`src/include/sdpt_regs.svh`:
```
// constants for the sdram page tracking block
`ifndef SDPT_REGS_SVH
`define SDPT_REGS_SVH
`define SDPT_NUM_SPACES    4
`define SDPT_PAGE_W        14
`define SDPT_PAGE_HI       23
`define SDPT_PAGE_LO_W8    10
`define SDPT_PAGE_LO_W9    11
`define SDPT_SPACE_LO      24
`define SDPT_SPACE_HI      25
`define SDPT_ROW_LO_W8     10
`define SDPT_ROW_LO_W9     11
`define SDPT_COL_LO        2
`define SDPT_SPACE_MEMORY_TYPE_SDRAM   3'h3
`define SDPT_BOOT_SDRAM    5'h03
`define SDPT_INIT_WAIT     8'h10
`endif

```
`src/include/sdpt_pkg.sv`:
```
// types for the sdram page tracking block
`default_nettype none
package sdpt_pkg;
  typedef enum logic [2:0] {
    SDPT_CMD_NOP   = 3'h0,
    SDPT_CMD_DEAC  = 3'h1,
    SDPT_CMD_ACTV  = 3'h2,
    SDPT_CMD_READ  = 3'h3,
    SDPT_CMD_WRITE = 3'h4
  } sdpt_cmd_t;
  typedef struct packed {
    logic        valid;
    logic        write;
    logic [31:0] addr;
  } sdpt_req_t;
  typedef struct packed {
    sdpt_cmd_t   cmd;
    logic [3:0]  cs_sel;
    logic [13:0] addr;
    logic        sdram_a10_line;
  } sdpt_sdcmd_t;
endpackage
`default_nettype wire

```
`src/sdpt_page_cmp.sv`:
```
// one page register with its hit compare
`default_nettype none
`include "sdpt_regs.svh"
module sdpt_page_cmp
  import sdpt_pkg::*;
#(
  parameter int PAGE_W = `SDPT_PAGE_W
) (
  input  wire logic              clock_i,
  input  wire logic              srst_i,
  input  wire logic              enable_i,
  input  wire logic [PAGE_W-1:0] page_i,
  input  wire logic              load_i,
  input  wire logic              invalidate_i,
  output logic                   hit_o,
  output logic                   valid_o
);
  logic [PAGE_W-1:0] page_q, page_d;
  logic              valid_q, valid_d;

  always_comb begin
    page_d  = page_q;
    valid_d = valid_q;
    if (invalidate_i) begin
      valid_d = 1'b0; // RQ18
    end else if (load_i) begin
      page_d  = page_i;
      valid_d = 1'b1;
    end
  end

  always_ff @(posedge clock_i) begin
    if (srst_i) begin
      page_q  <= '0;
      valid_q <= 1'b0; // RQ18
    end else begin
      page_q  <= page_d;
      valid_q <= valid_d;
    end
  end

  // unused when the space is not sdram
  assign hit_o   = enable_i && valid_q && (page_q == page_i); // RQ8 RQ10
  assign valid_o = valid_q;
endmodule
`default_nettype wire

```
`src/sdpt_ctrl.sv`:
```
// sdram page tracking, boot init and command sequencing
// Summary of operation
// RQ1 - column width selectable as 8 or 9 bits
// RQ2 - row plus bank width is 14 bits for 8 columns, 13 for 9
// RQ3 - each space reaches at most 16M bytes; higher bits ignored
// RQ4 - boot straps selecting sdram for space zero run hardware init first
// RQ5 - deactivate during boot init waits until hold request drops
// RQ6 - external master under hold must not touch sdram banks
// RQ7 - four page registers, one per chip-select space
// RQ8 - page register used only when its space is typed sdram
// RQ9 - each space tracks its own single open page
// RQ10 - every access compares address against stored page
// RQ11 - width select zero compares address bits 23 to 11
// RQ12 - width select one compares address bits 23 to 10
// RQ13 - bits 25 and 24 select space and are not compared
// RQ14 - page miss in same space deactivates all banks then activates
// RQ15 - a10 line driven low on read and write commands
// RQ16 - width select alone steers row and column address shifting
// RQ17 - page hit issues read or write directly, page kept
// RQ18 - reset and deactivate invalidate affected page registers
`default_nettype none
`include "sdpt_regs.svh"
module sdpt_ctrl
  import sdpt_pkg::*;
#(
  parameter int NUM_SPACES = `SDPT_NUM_SPACES,
  parameter int PAGE_W     = `SDPT_PAGE_W
) (
  input  wire logic                  clock_i,
  input  wire logic                  srst_i,
  input  wire logic                  column_width_select_i,
  input  wire logic [NUM_SPACES-1:0][2:0] space_memory_type_i,
  input  wire logic [4:0]            boot_mode_i,
  input  wire logic                  hold_req_n_i,
  input  wire sdpt_req_t             req_i,
  output logic                       req_ready_o,
  output logic                       boot_done_o,
  output sdpt_sdcmd_t                sd_cmd_o,
  output logic [NUM_SPACES-1:0]      page_valid_o,
  output logic                       page_hit_o
);
  typedef enum logic [2:0] {
    SDPT_ST_STRAP = 3'b000,
    SDPT_ST_BWAIT = 3'b001,
    SDPT_ST_BDEAC = 3'b010,
    SDPT_ST_IDLE  = 3'b011,
    SDPT_ST_ACTV  = 3'b100,
    SDPT_ST_RW    = 3'b101
  } sdpt_state_t;

  sdpt_state_t       state_q, state_d;
  sdpt_req_t         hold_req_q, hold_req_d;
  sdpt_sdcmd_t       cmd_q, cmd_d;
  logic [7:0]        wait_q, wait_d;
  logic              done_q, done_d;

  logic [NUM_SPACES-1:0] space_is_sdram;
  logic [NUM_SPACES-1:0] hit_vec;
  logic [NUM_SPACES-1:0] valid_vec;
  logic [NUM_SPACES-1:0] load_vec;
  logic [NUM_SPACES-1:0] inval_vec;
  logic [PAGE_W-1:0]     req_page;
  logic [1:0]            req_space;
  logic                  req_hit;

  // page value from an address, 13 bits zero-extended for 9 columns
  function automatic logic [PAGE_W-1:0] page_of(input logic [31:0] a,
                                               input logic wsel);
    logic [PAGE_W-1:0] p;
    p = '0;
    if (wsel) begin
      p = a[`SDPT_PAGE_HI:`SDPT_PAGE_LO_W8]; // RQ12 RQ2
    end else begin
      p = {1'b0, a[`SDPT_PAGE_HI:`SDPT_PAGE_LO_W9]}; // RQ11 RQ2
    end
    return p;
  endfunction

  // row or column phase address; a10 pin carried separately
  function automatic logic [13:0] pin_addr(input logic [31:0] a,
                                          input logic wsel,
                                          input logic row);
    logic [13:0] r;
    r = '0;
    if (row && wsel) begin
      r = a[`SDPT_PAGE_HI:`SDPT_ROW_LO_W8]; // RQ16
    end else if (row) begin
      r = {1'b0, a[`SDPT_PAGE_HI:`SDPT_ROW_LO_W9]}; // RQ16
    end else if (wsel) begin
      // bank bits kept above, column below
      r = {a[23:21], 1'b0, a[19:18], a[9:`SDPT_COL_LO]}; // RQ16
    end else begin
      r = {1'b0, a[23:22], 1'b0, a[20], a[10:`SDPT_COL_LO]}; // RQ16
    end
    return r;
  endfunction

  // bits above 25 are ignored, so each space wraps at 16M bytes
  assign req_space = hold_req_q.addr[`SDPT_SPACE_HI:`SDPT_SPACE_LO]; // RQ13 RQ3
  assign req_page  = page_of(hold_req_q.addr, column_width_select_i); // RQ1

  genvar gi;
  generate
    for (gi = 0; gi < NUM_SPACES; gi++) begin : g_page
      assign space_is_sdram[gi] =
        (space_memory_type_i[gi] == `SDPT_SPACE_MEMORY_TYPE_SDRAM); // RQ8
      sdpt_page_cmp #(
        .PAGE_W (PAGE_W)
      ) u_page (
        .clock_i      (clock_i),
        .srst_i       (srst_i),
        .enable_i     (space_is_sdram[gi]),
        .page_i       (req_page),
        .load_i       (load_vec[gi]),
        .invalidate_i (inval_vec[gi]),
        .hit_o        (hit_vec[gi]),
        .valid_o      (valid_vec[gi])
      ); // RQ7 RQ9
    end
  endgenerate

  assign req_hit = hit_vec[req_space]; // RQ10

  always_comb begin
    state_d    = state_q;
    hold_req_d = hold_req_q;
    cmd_d      = '{cmd: SDPT_CMD_NOP, cs_sel: '0, addr: '0,
                   sdram_a10_line: 1'b0};
    wait_d     = wait_q;
    done_d     = done_q;
    load_vec   = '0;
    inval_vec  = '0;
    case (state_q)
      SDPT_ST_STRAP: begin
        // straps caught one clock after reset release
        if (boot_mode_i == `SDPT_BOOT_SDRAM && space_is_sdram[0]) begin
          state_d = SDPT_ST_BWAIT; // RQ4
          wait_d  = `SDPT_INIT_WAIT;
        end else begin
          state_d = SDPT_ST_IDLE;
          done_d  = 1'b1;
        end
      end
      SDPT_ST_BWAIT: begin
        if (wait_q != 8'h00) begin
          wait_d = wait_q - 8'h01;
        end else begin
          state_d = SDPT_ST_BDEAC;
        end
      end
      SDPT_ST_BDEAC: begin
        // an external master owns the pins while hold is low
        if (hold_req_n_i) begin // RQ5 RQ6
          cmd_d.cmd            = SDPT_CMD_DEAC;
          cmd_d.cs_sel         = space_is_sdram;
          cmd_d.sdram_a10_line = 1'b1;
          inval_vec            = '1; // RQ18
          state_d              = SDPT_ST_IDLE;
          done_d               = 1'b1; // RQ4
        end
      end
      SDPT_ST_IDLE: begin
        if (req_i.valid) begin
          hold_req_d = req_i;
          state_d    = SDPT_ST_ACTV;
        end
      end
      SDPT_ST_ACTV: begin
        if (!space_is_sdram[req_space]) begin
          state_d = SDPT_ST_IDLE;
        end else if (req_hit) begin
          // open page: straight to column command
          cmd_d.cmd    = hold_req_q.write ? SDPT_CMD_WRITE
                                          : SDPT_CMD_READ; // RQ17
          cmd_d.cs_sel = 4'h1 << req_space;
          cmd_d.addr   = pin_addr(hold_req_q.addr, column_width_select_i,
                                  1'b0);
          cmd_d.sdram_a10_line = 1'b0; // RQ15
          state_d      = SDPT_ST_IDLE;
        end else if (valid_vec[req_space]) begin
          cmd_d.cmd            = SDPT_CMD_DEAC; // RQ14
          cmd_d.cs_sel         = space_is_sdram;
          cmd_d.sdram_a10_line = 1'b1;
          inval_vec            = '1; // RQ18
        end else begin
          cmd_d.cmd    = SDPT_CMD_ACTV; // RQ14
          cmd_d.cs_sel = 4'h1 << req_space;
          cmd_d.addr   = pin_addr(hold_req_q.addr, column_width_select_i,
                                  1'b1);
          cmd_d.sdram_a10_line = column_width_select_i ?
                                 hold_req_q.addr[20] : hold_req_q.addr[21];
          load_vec[req_space] = 1'b1;
          state_d      = SDPT_ST_RW;
        end
      end
      SDPT_ST_RW: begin
        cmd_d.cmd    = hold_req_q.write ? SDPT_CMD_WRITE : SDPT_CMD_READ;
        cmd_d.cs_sel = 4'h1 << req_space;
        cmd_d.addr   = pin_addr(hold_req_q.addr, column_width_select_i,
                                1'b0);
        cmd_d.sdram_a10_line = 1'b0; // RQ15
        state_d      = SDPT_ST_IDLE;
      end
      default: begin
        state_d = SDPT_ST_IDLE;
      end
    endcase
  end

  always_ff @(posedge clock_i) begin
    if (srst_i) begin
      state_q    <= SDPT_ST_STRAP;
      hold_req_q <= '0;
      cmd_q      <= '0;
      wait_q     <= 8'h00;
      done_q     <= 1'b0;
    end else begin
      state_q    <= state_d;
      hold_req_q <= hold_req_d;
      cmd_q      <= cmd_d;
      wait_q     <= wait_d;
      done_q     <= done_d;
    end
  end

  assign req_ready_o  = (state_q == SDPT_ST_IDLE);
  assign boot_done_o  = done_q;
  assign sd_cmd_o     = cmd_q;
  assign page_valid_o = valid_vec;
  assign page_hit_o   = (state_q == SDPT_ST_ACTV) && req_hit;
endmodule
`default_nettype wire

```
`config.mk`:
```
export PLATFORM = sky130hd
export DESIGN_NAME = sdpt_ctrl
export DESIGN_NICKNAME = d
export VERILOG_FILES = /design/src/include/sdpt_pkg.sv /design/src/sdpt_page_cmp.sv /design/src/sdpt_ctrl.sv
export VERILOG_INCLUDE_DIRS = /design/src /design/src/include
export SDC_FILE = /design/constraint.sdc
export NUM_CORES = 1
export LEC_CHECK = 0
export BUFFER_PORTS_ARGS = -buffer_cell sky130_fd_sc_hd__buf_2
export CORE_MARGIN = 4
export CORE_UTILIZATION = 55
export CTS_CLUSTER_DIAMETER = 150
export CTS_CLUSTER_SIZE = 24
export DETAILED_ROUTE_END_ITERATION = 8
export PLACE_DENSITY = 0.77
export SLEW_MARGIN = 20
export SYNTH_ARGS = -nofsm -noshare
export SYNTH_HDL_FRONTEND = slang
export SYNTH_SLANG_ARGS = --single-unit
```
`constraint.sdc`:
```
create_clock -name clock_i -period 3 [get_ports clock_i]
set_clock_uncertainty 0.2 [all_clocks]
set_input_delay 0.3 -clock clock_i [delete_from_list [all_inputs] [get_ports clock_i]]
set_output_delay 0.3 -clock clock_i [all_outputs]
set_load 0.05 [all_outputs]
```
* Word-level counts from Yosys, hierarchy flattened
Cells that the tools add are included.
Word-level totals: register bits after elaboration 121, input port bits 55, output and inout port bits 29, word-level logic and storage cells 118
Operators by class: add/sub/neg operators 1, magnitude comparators 2, equality and inequality tests 21, shift operators 1, multiplexer cells 45, bitwise gates (word level) 4, reduce and logical (&&, ||, !) cells 27
Operator list (count):
- 14-bit == test | 4
- 22-bit 2-to-1 mux | 2
- 14-bit 2-to-1 mux | 3
- 4-bit 2-to-1 mux | 8
- 14-bit one-hot mux with 2 select lines | 1
- 3-bit 2-to-1 mux | 7
- 7-bit one-hot mux with 3 select lines | 1
- 3-bit by 2-bit == test with 1-bit output (second input constant) | 6
- 8-bit 2-to-1 mux | 2
- 8-bit one-hot mux with 2 select lines | 1
- 3-bit one-hot mux with 5 select lines | 1
- 2-bit inequality test (second input constant) | 6
- 1-bit logical AND | 11
- 2-bit AND reduction | 5
- 1-bit 2-to-1 mux | 9
- 4-bit one-hot mux with 2 select lines | 1
- 8-bit nonzero test | 1
- 2-bit OR reduction | 4
- 8-bit by 1-bit subtractor with 8-bit output (second input constant) | 1
- 1-bit binary-select mux with 2-bit select | 3
- 3-bit == test (second input constant) | 2
- 6-bit 2-to-1 mux | 1
- 3-bit AND reduction | 2
- 5-bit by 2-bit == test with 1-bit output (second input constant) | 1
- 13 further kinds | 18

* Depth between registers and ports, before layout
word-level depth 10, gate-level depth with buffers 12, mapped depth without buffers 8

* Modules after synthesis
Synthesis repeated with hierarchy kept, for this count alone.
Unflattened totals: cells, all modules 648, area, all modules 5340.1 µm²
Modules (own cells, without submodules):
- sdpt_page_cmp | instances 4, cells an instance 84, area each 671.9 µm², seq. area each 300.3 µm²
- sdpt_ctrl | instances 1, cells an instance 312, area each 2652.5 µm², seq. area each 1181.1 µm²

* Worst setup path before layout
Ideal clock, no wire load.
path type input to output, start point input port column_width_select_i, end point output port page_hit_o, arrival time 2.989 ns, required time 2.500 ns, setup slack -0.489 ns, stages on the path 10, cell sequence buf_6 buf_12 mux2_2 xor2_1 nor4_1 nand4_1 o311ai_4 nand2_1 buf_6 nor3_1
Between the ends: cells in the longest elaborated chain, start to end 6, elaborated cells between the ends (all ways) 12
RTL lines:
- start, declared | line sdpt_ctrl.sv:31 | input wire logic column_width_select_i,
- 14-bit 2-to-1 mux *
- 14-bit == test | line sdpt_page_cmp.sv:43 | assign hit_o = enable_i && valid_q && (page_q == page_i);
- 1-bit logical AND | line sdpt_page_cmp.sv:43
- 1-bit binary-select mux with 2-bit select * | line sdpt_ctrl.sv:122 | assign req_hit = hit_vec[req_space];
- 1-bit 2-to-1 mux (not written as such) * | line sdpt_ctrl.sv:122
- 1-bit logical AND * | line sdpt_ctrl.sv:230 | assign page_hit_o = (state_q == SDPT_ST_ACTV) && req_hit;
- end, declared | line sdpt_ctrl.sv:40 | output logic page_hit_o
Mark *: on every way between the ends. The rest lies on a longest branch, timed or not. The select of a mux whose other input is x is not followed.

* Worst setup path after layout
start point register hold_req_q[16] (netlist name), end point output port page_hit_o
Between the ends: cells in the longest elaborated chain, start to end 6, elaborated cells between the ends (all ways) 12
RTL lines:
- start, declared | line sdpt_ctrl.sv:52 | sdpt_req_t hold_req_q, hold_req_d;
- start signal, assigned | line sdpt_ctrl.sv:219 | hold_req_q <= hold_req_d;
- 14-bit 2-to-1 mux *
- 14-bit == test | line sdpt_page_cmp.sv:43
- 1-bit logical AND | line sdpt_page_cmp.sv:43
- 1-bit binary-select mux with 2-bit select * | line sdpt_ctrl.sv:122
- 1-bit 2-to-1 mux (not written as such) * | line sdpt_ctrl.sv:122
- 1-bit logical AND * | line sdpt_ctrl.sv:230
Marks and branches as above.

==> metrics.csv <==
metric;value;unit
period_minus_slack;2.97;ns
worst_ir_drop_vdd;0.000434;V
switching_share;0.305;
tritoncts;done;
drtAntennaViolNets;0;
layout.nets;845;
yosys.area_share.simple;0.176;
setup-tns-final;0;ns
synthFlopType;dfxtp_1;
timing.critical_path.arrival;2.47;ns
max_stage_delay;0.40;ns
htree_num_levels;4;
setup_viol;0;
synth-adder-area-share;0.00416;
max-clock-path-buffers;2;
layout.cells.most_common_list;dfxtp_1, nor2_1, buf_2;
synth_cell_types;61;
outcome;finished clean;
share_comb_of_total_power;0.224;
achievable-frequency;337;MHz
layout_worst_path_cycle_share;0.990;
timing_hold_violations_final;0;
number_of_global_route_vias_before_repair;5590;
postRouteWirelength;16900;um
critical_path.startpoint_type;register;
core_region_area;10500;um^2
final_common_cell;dfxtp_1;
placementRows;37;
async_reset_ff_frac;0;
worst_slew_margin_rel;0.404;
internal_power;3.36;mW
final_cell_count_no_fill;936;
dp.cells;873;
synth_compound_gate_area_share;0.148;
drive_above_1_share;0.296;
worstPathRequired;2.50;ns
seqPwrFrac;0.373;
worst_path_max_delay_cell;dfxtp_1;
power_switching;1.47;mW
post-route-drc-count;0;
place.detailed.hpwl;11300;um
drt-wirelength-per-cell;18.1;um
synth_top_family_by_area;simple AND/OR/NAND/NOR gates;
die_w;113;um
pwr_density_cell;618;nW/um^2
largest_fanout_on_the_critical_path;6;
avgSynthCellArea;9.22;um^2
yosys-mux-area-fraction;0.115;
end_kind;output port;
crit_type;register to output port;
insertion_delay;0.53;ns
maxSlewViolCount;0;
timing.hold.worst.class;input pin to register;
wire_length_of_the_first_global_routing_pass;27900;um
routed-via-count;5360;
drtIter0Drc;435;
max-cap-violations;0;
crit_chain;mux2_4, xor2_1, a211oi_1, nand4b_1, o21ai_2, nand2_2, nor3_4, buf_6;
clkSlewWorstSetupHoldPaths;0.06;ns
synth-edff-count;0;
worst_slew_pin_slew;0.892;ns
grt_setup_unrepaired;true;
globalRouteOverflowTotal;0;
power_leakage;3.08;nW
syn-cell-area;6020;um^2
number_of_top_level_design_ports;84;
antenna-diode-count;0;
place.gp.congestion;0.870;
grt_max_degree;72;
seq_area_frac_synth;0.396;
placement.io_buffers;75;
clock-root-buffer;clkbuf_8;
ffs_latches_synth;119;
post_synth_xor_area_fraction;0.108;
starting_density;0.573;
via_per_inst;5.73;
numClockSinks;119;
globalRouteTotalUtil;0.277;
die_height;113;um
power.share.clock;0.404;
regToRegStartpoint;hold_req_q[16];
syn-num-nets;710;
critPathLaunch;hold_req_q[16];
hold_path.startpoint;srst_i;
tritoncts.num_buffers;17;
syn-instance-count;653;
areaGrowthSynthToFinish;29.9;%
total_die_area;12700;um^2
antenna_found_initial;0;
reg2reg_setup_slack;0.18;ns
drt_pass1_iterations;7;
synth-warning-count;0;
flip-flops by register name, indices dropped and copies added, names as in the netlist:
register               flops
g_page.u_page.valid_o      4
wait_q                     8
hold_req_q                25
state_q                    3
sd_cmd_o                  22
g_page.u_page.page_q      56
boot_done_o                1
per-stage QoR:
stage | total power, mW | instance area, um^2 | util | setup WS (ns) | hold slack, ns
finish | 4.83 | 7820 | 0.744 | 0.0290 | 0.0660
global route | 5.05 | 7820 | 0.744 | -0.114 | 0.0622
CTS | 4.81 | 7720 | 0.734 | -0.0267 | 0.0362
detailed placement | 2.81 | 6800 | 0.647 | -0.116 | 0.247
global placement | 2.77 | 6800 | 0.647 | -0.0702 | 0.246
floorplan | 2.51 | 6030 | - | 0.137 | 0.236
worst paths after layout:
check                           depth (start not counted)                     endpoint
worst max-delay path                                    8                   page_hit_o
worst min-delay path                                    2  g_page[1].u_page.page_q[13]
worst max register to register                         11  g_page[0].u_page.page_q[12]
worst min register to register                          2                hold_req_q[5]
final cells by class:
class,count,area [um^2]
well taps,136,170
clock inverters,11,124
clock buffers,20,445
fillers,719,2690
multi-input cells,476,3410
flip-flops and latches,119,2420
inverters,8,30.0
repair buffers,166,1220
power groups by stage:
stage / Sequential, mW / Combinational, mW / Clock (mW)
2_1_floorplan: 1.80 / 0.713 / 0
3_3_place_gp: 1.82 / 0.956 / 0
3_5_place_dp: 1.83 / 0.983 / 0
4_1_cts: 1.79 / 1.05 / 1.97
5_1_grt: 1.82 / 1.19 / 2.05
6_report: 1.80 / 1.08 / 1.95
metal layers:
layer	vias to the layer above	global-route usage	wire length, um
met2	200	0.473	8580
met4	0	0.111	350
li1	2553	-	-
met3	33	0.0658	1020
met5	-	0	0
met1	2574	0.337	7000
worst max-delay path, delay by kind of cell, from the launching register on:
kind                   cells  cell delay (ns)
multiplexers               1             0.35
XOR/XNOR                   1             0.15
AO/OA/AOI/OAI              2             0.44
buffers and inverters      1             0.18
AND/OR/NAND/NOR            3             0.42
flip-flops                 1             0.40
synth_stat cells, types with 6 or more instances:
| cell | n | area (um^2) |
|---|---|---|
| dfxtp_1 | 119 | 2380 |
| nor2_1 | 86 | 323 |
| nand2_1 | 68 | 255 |
| xnor2_1 | 53 | 464 |
| a211oi_1 | 41 | 308 |
| mux2i_1 | 40 | 400 |
| a21oi_1 | 33 | 165 |
| clkbuf_1 | 26 | 97.6 |
| xor2_1 | 21 | 184 |
| nor4_1 | 12 | 75.1 |
| buf_2 | 10 | 50.1 |
| a32o_1 | 8 | 80.1 |
| mux2_2 | 8 | 90.1 |
| nor3_1 | 8 | 40.0 |
| a31oi_1 | 7 | 43.8 |
| buf_6 | 7 | 78.8 |
| inv_1 | 7 | 26.3 |
| and2_1 | 6 | 37.5 |
| nor2b_1 | 6 | 37.5 |
| o21ai_0 | 6 | 30.0 |
what timing repair did:
item,in CTS,in global routing
hold buffers,26,0
endpoints found under the setup margin,1,1
gates resized for setup,16,25
pin swaps,7,11
gates cloned,0,0
hold endpoints to repair,26,0
buffers inserted,3,3
logic make-up after synthesis:
family          after synthesis
fa+ha+maj                     2
flops                       119
buf+inv                      58
compound gates              121
mux                          58
xor+xnor                     74
simple gates                221
Note: power is estimated with default switching activity, not from simulation.
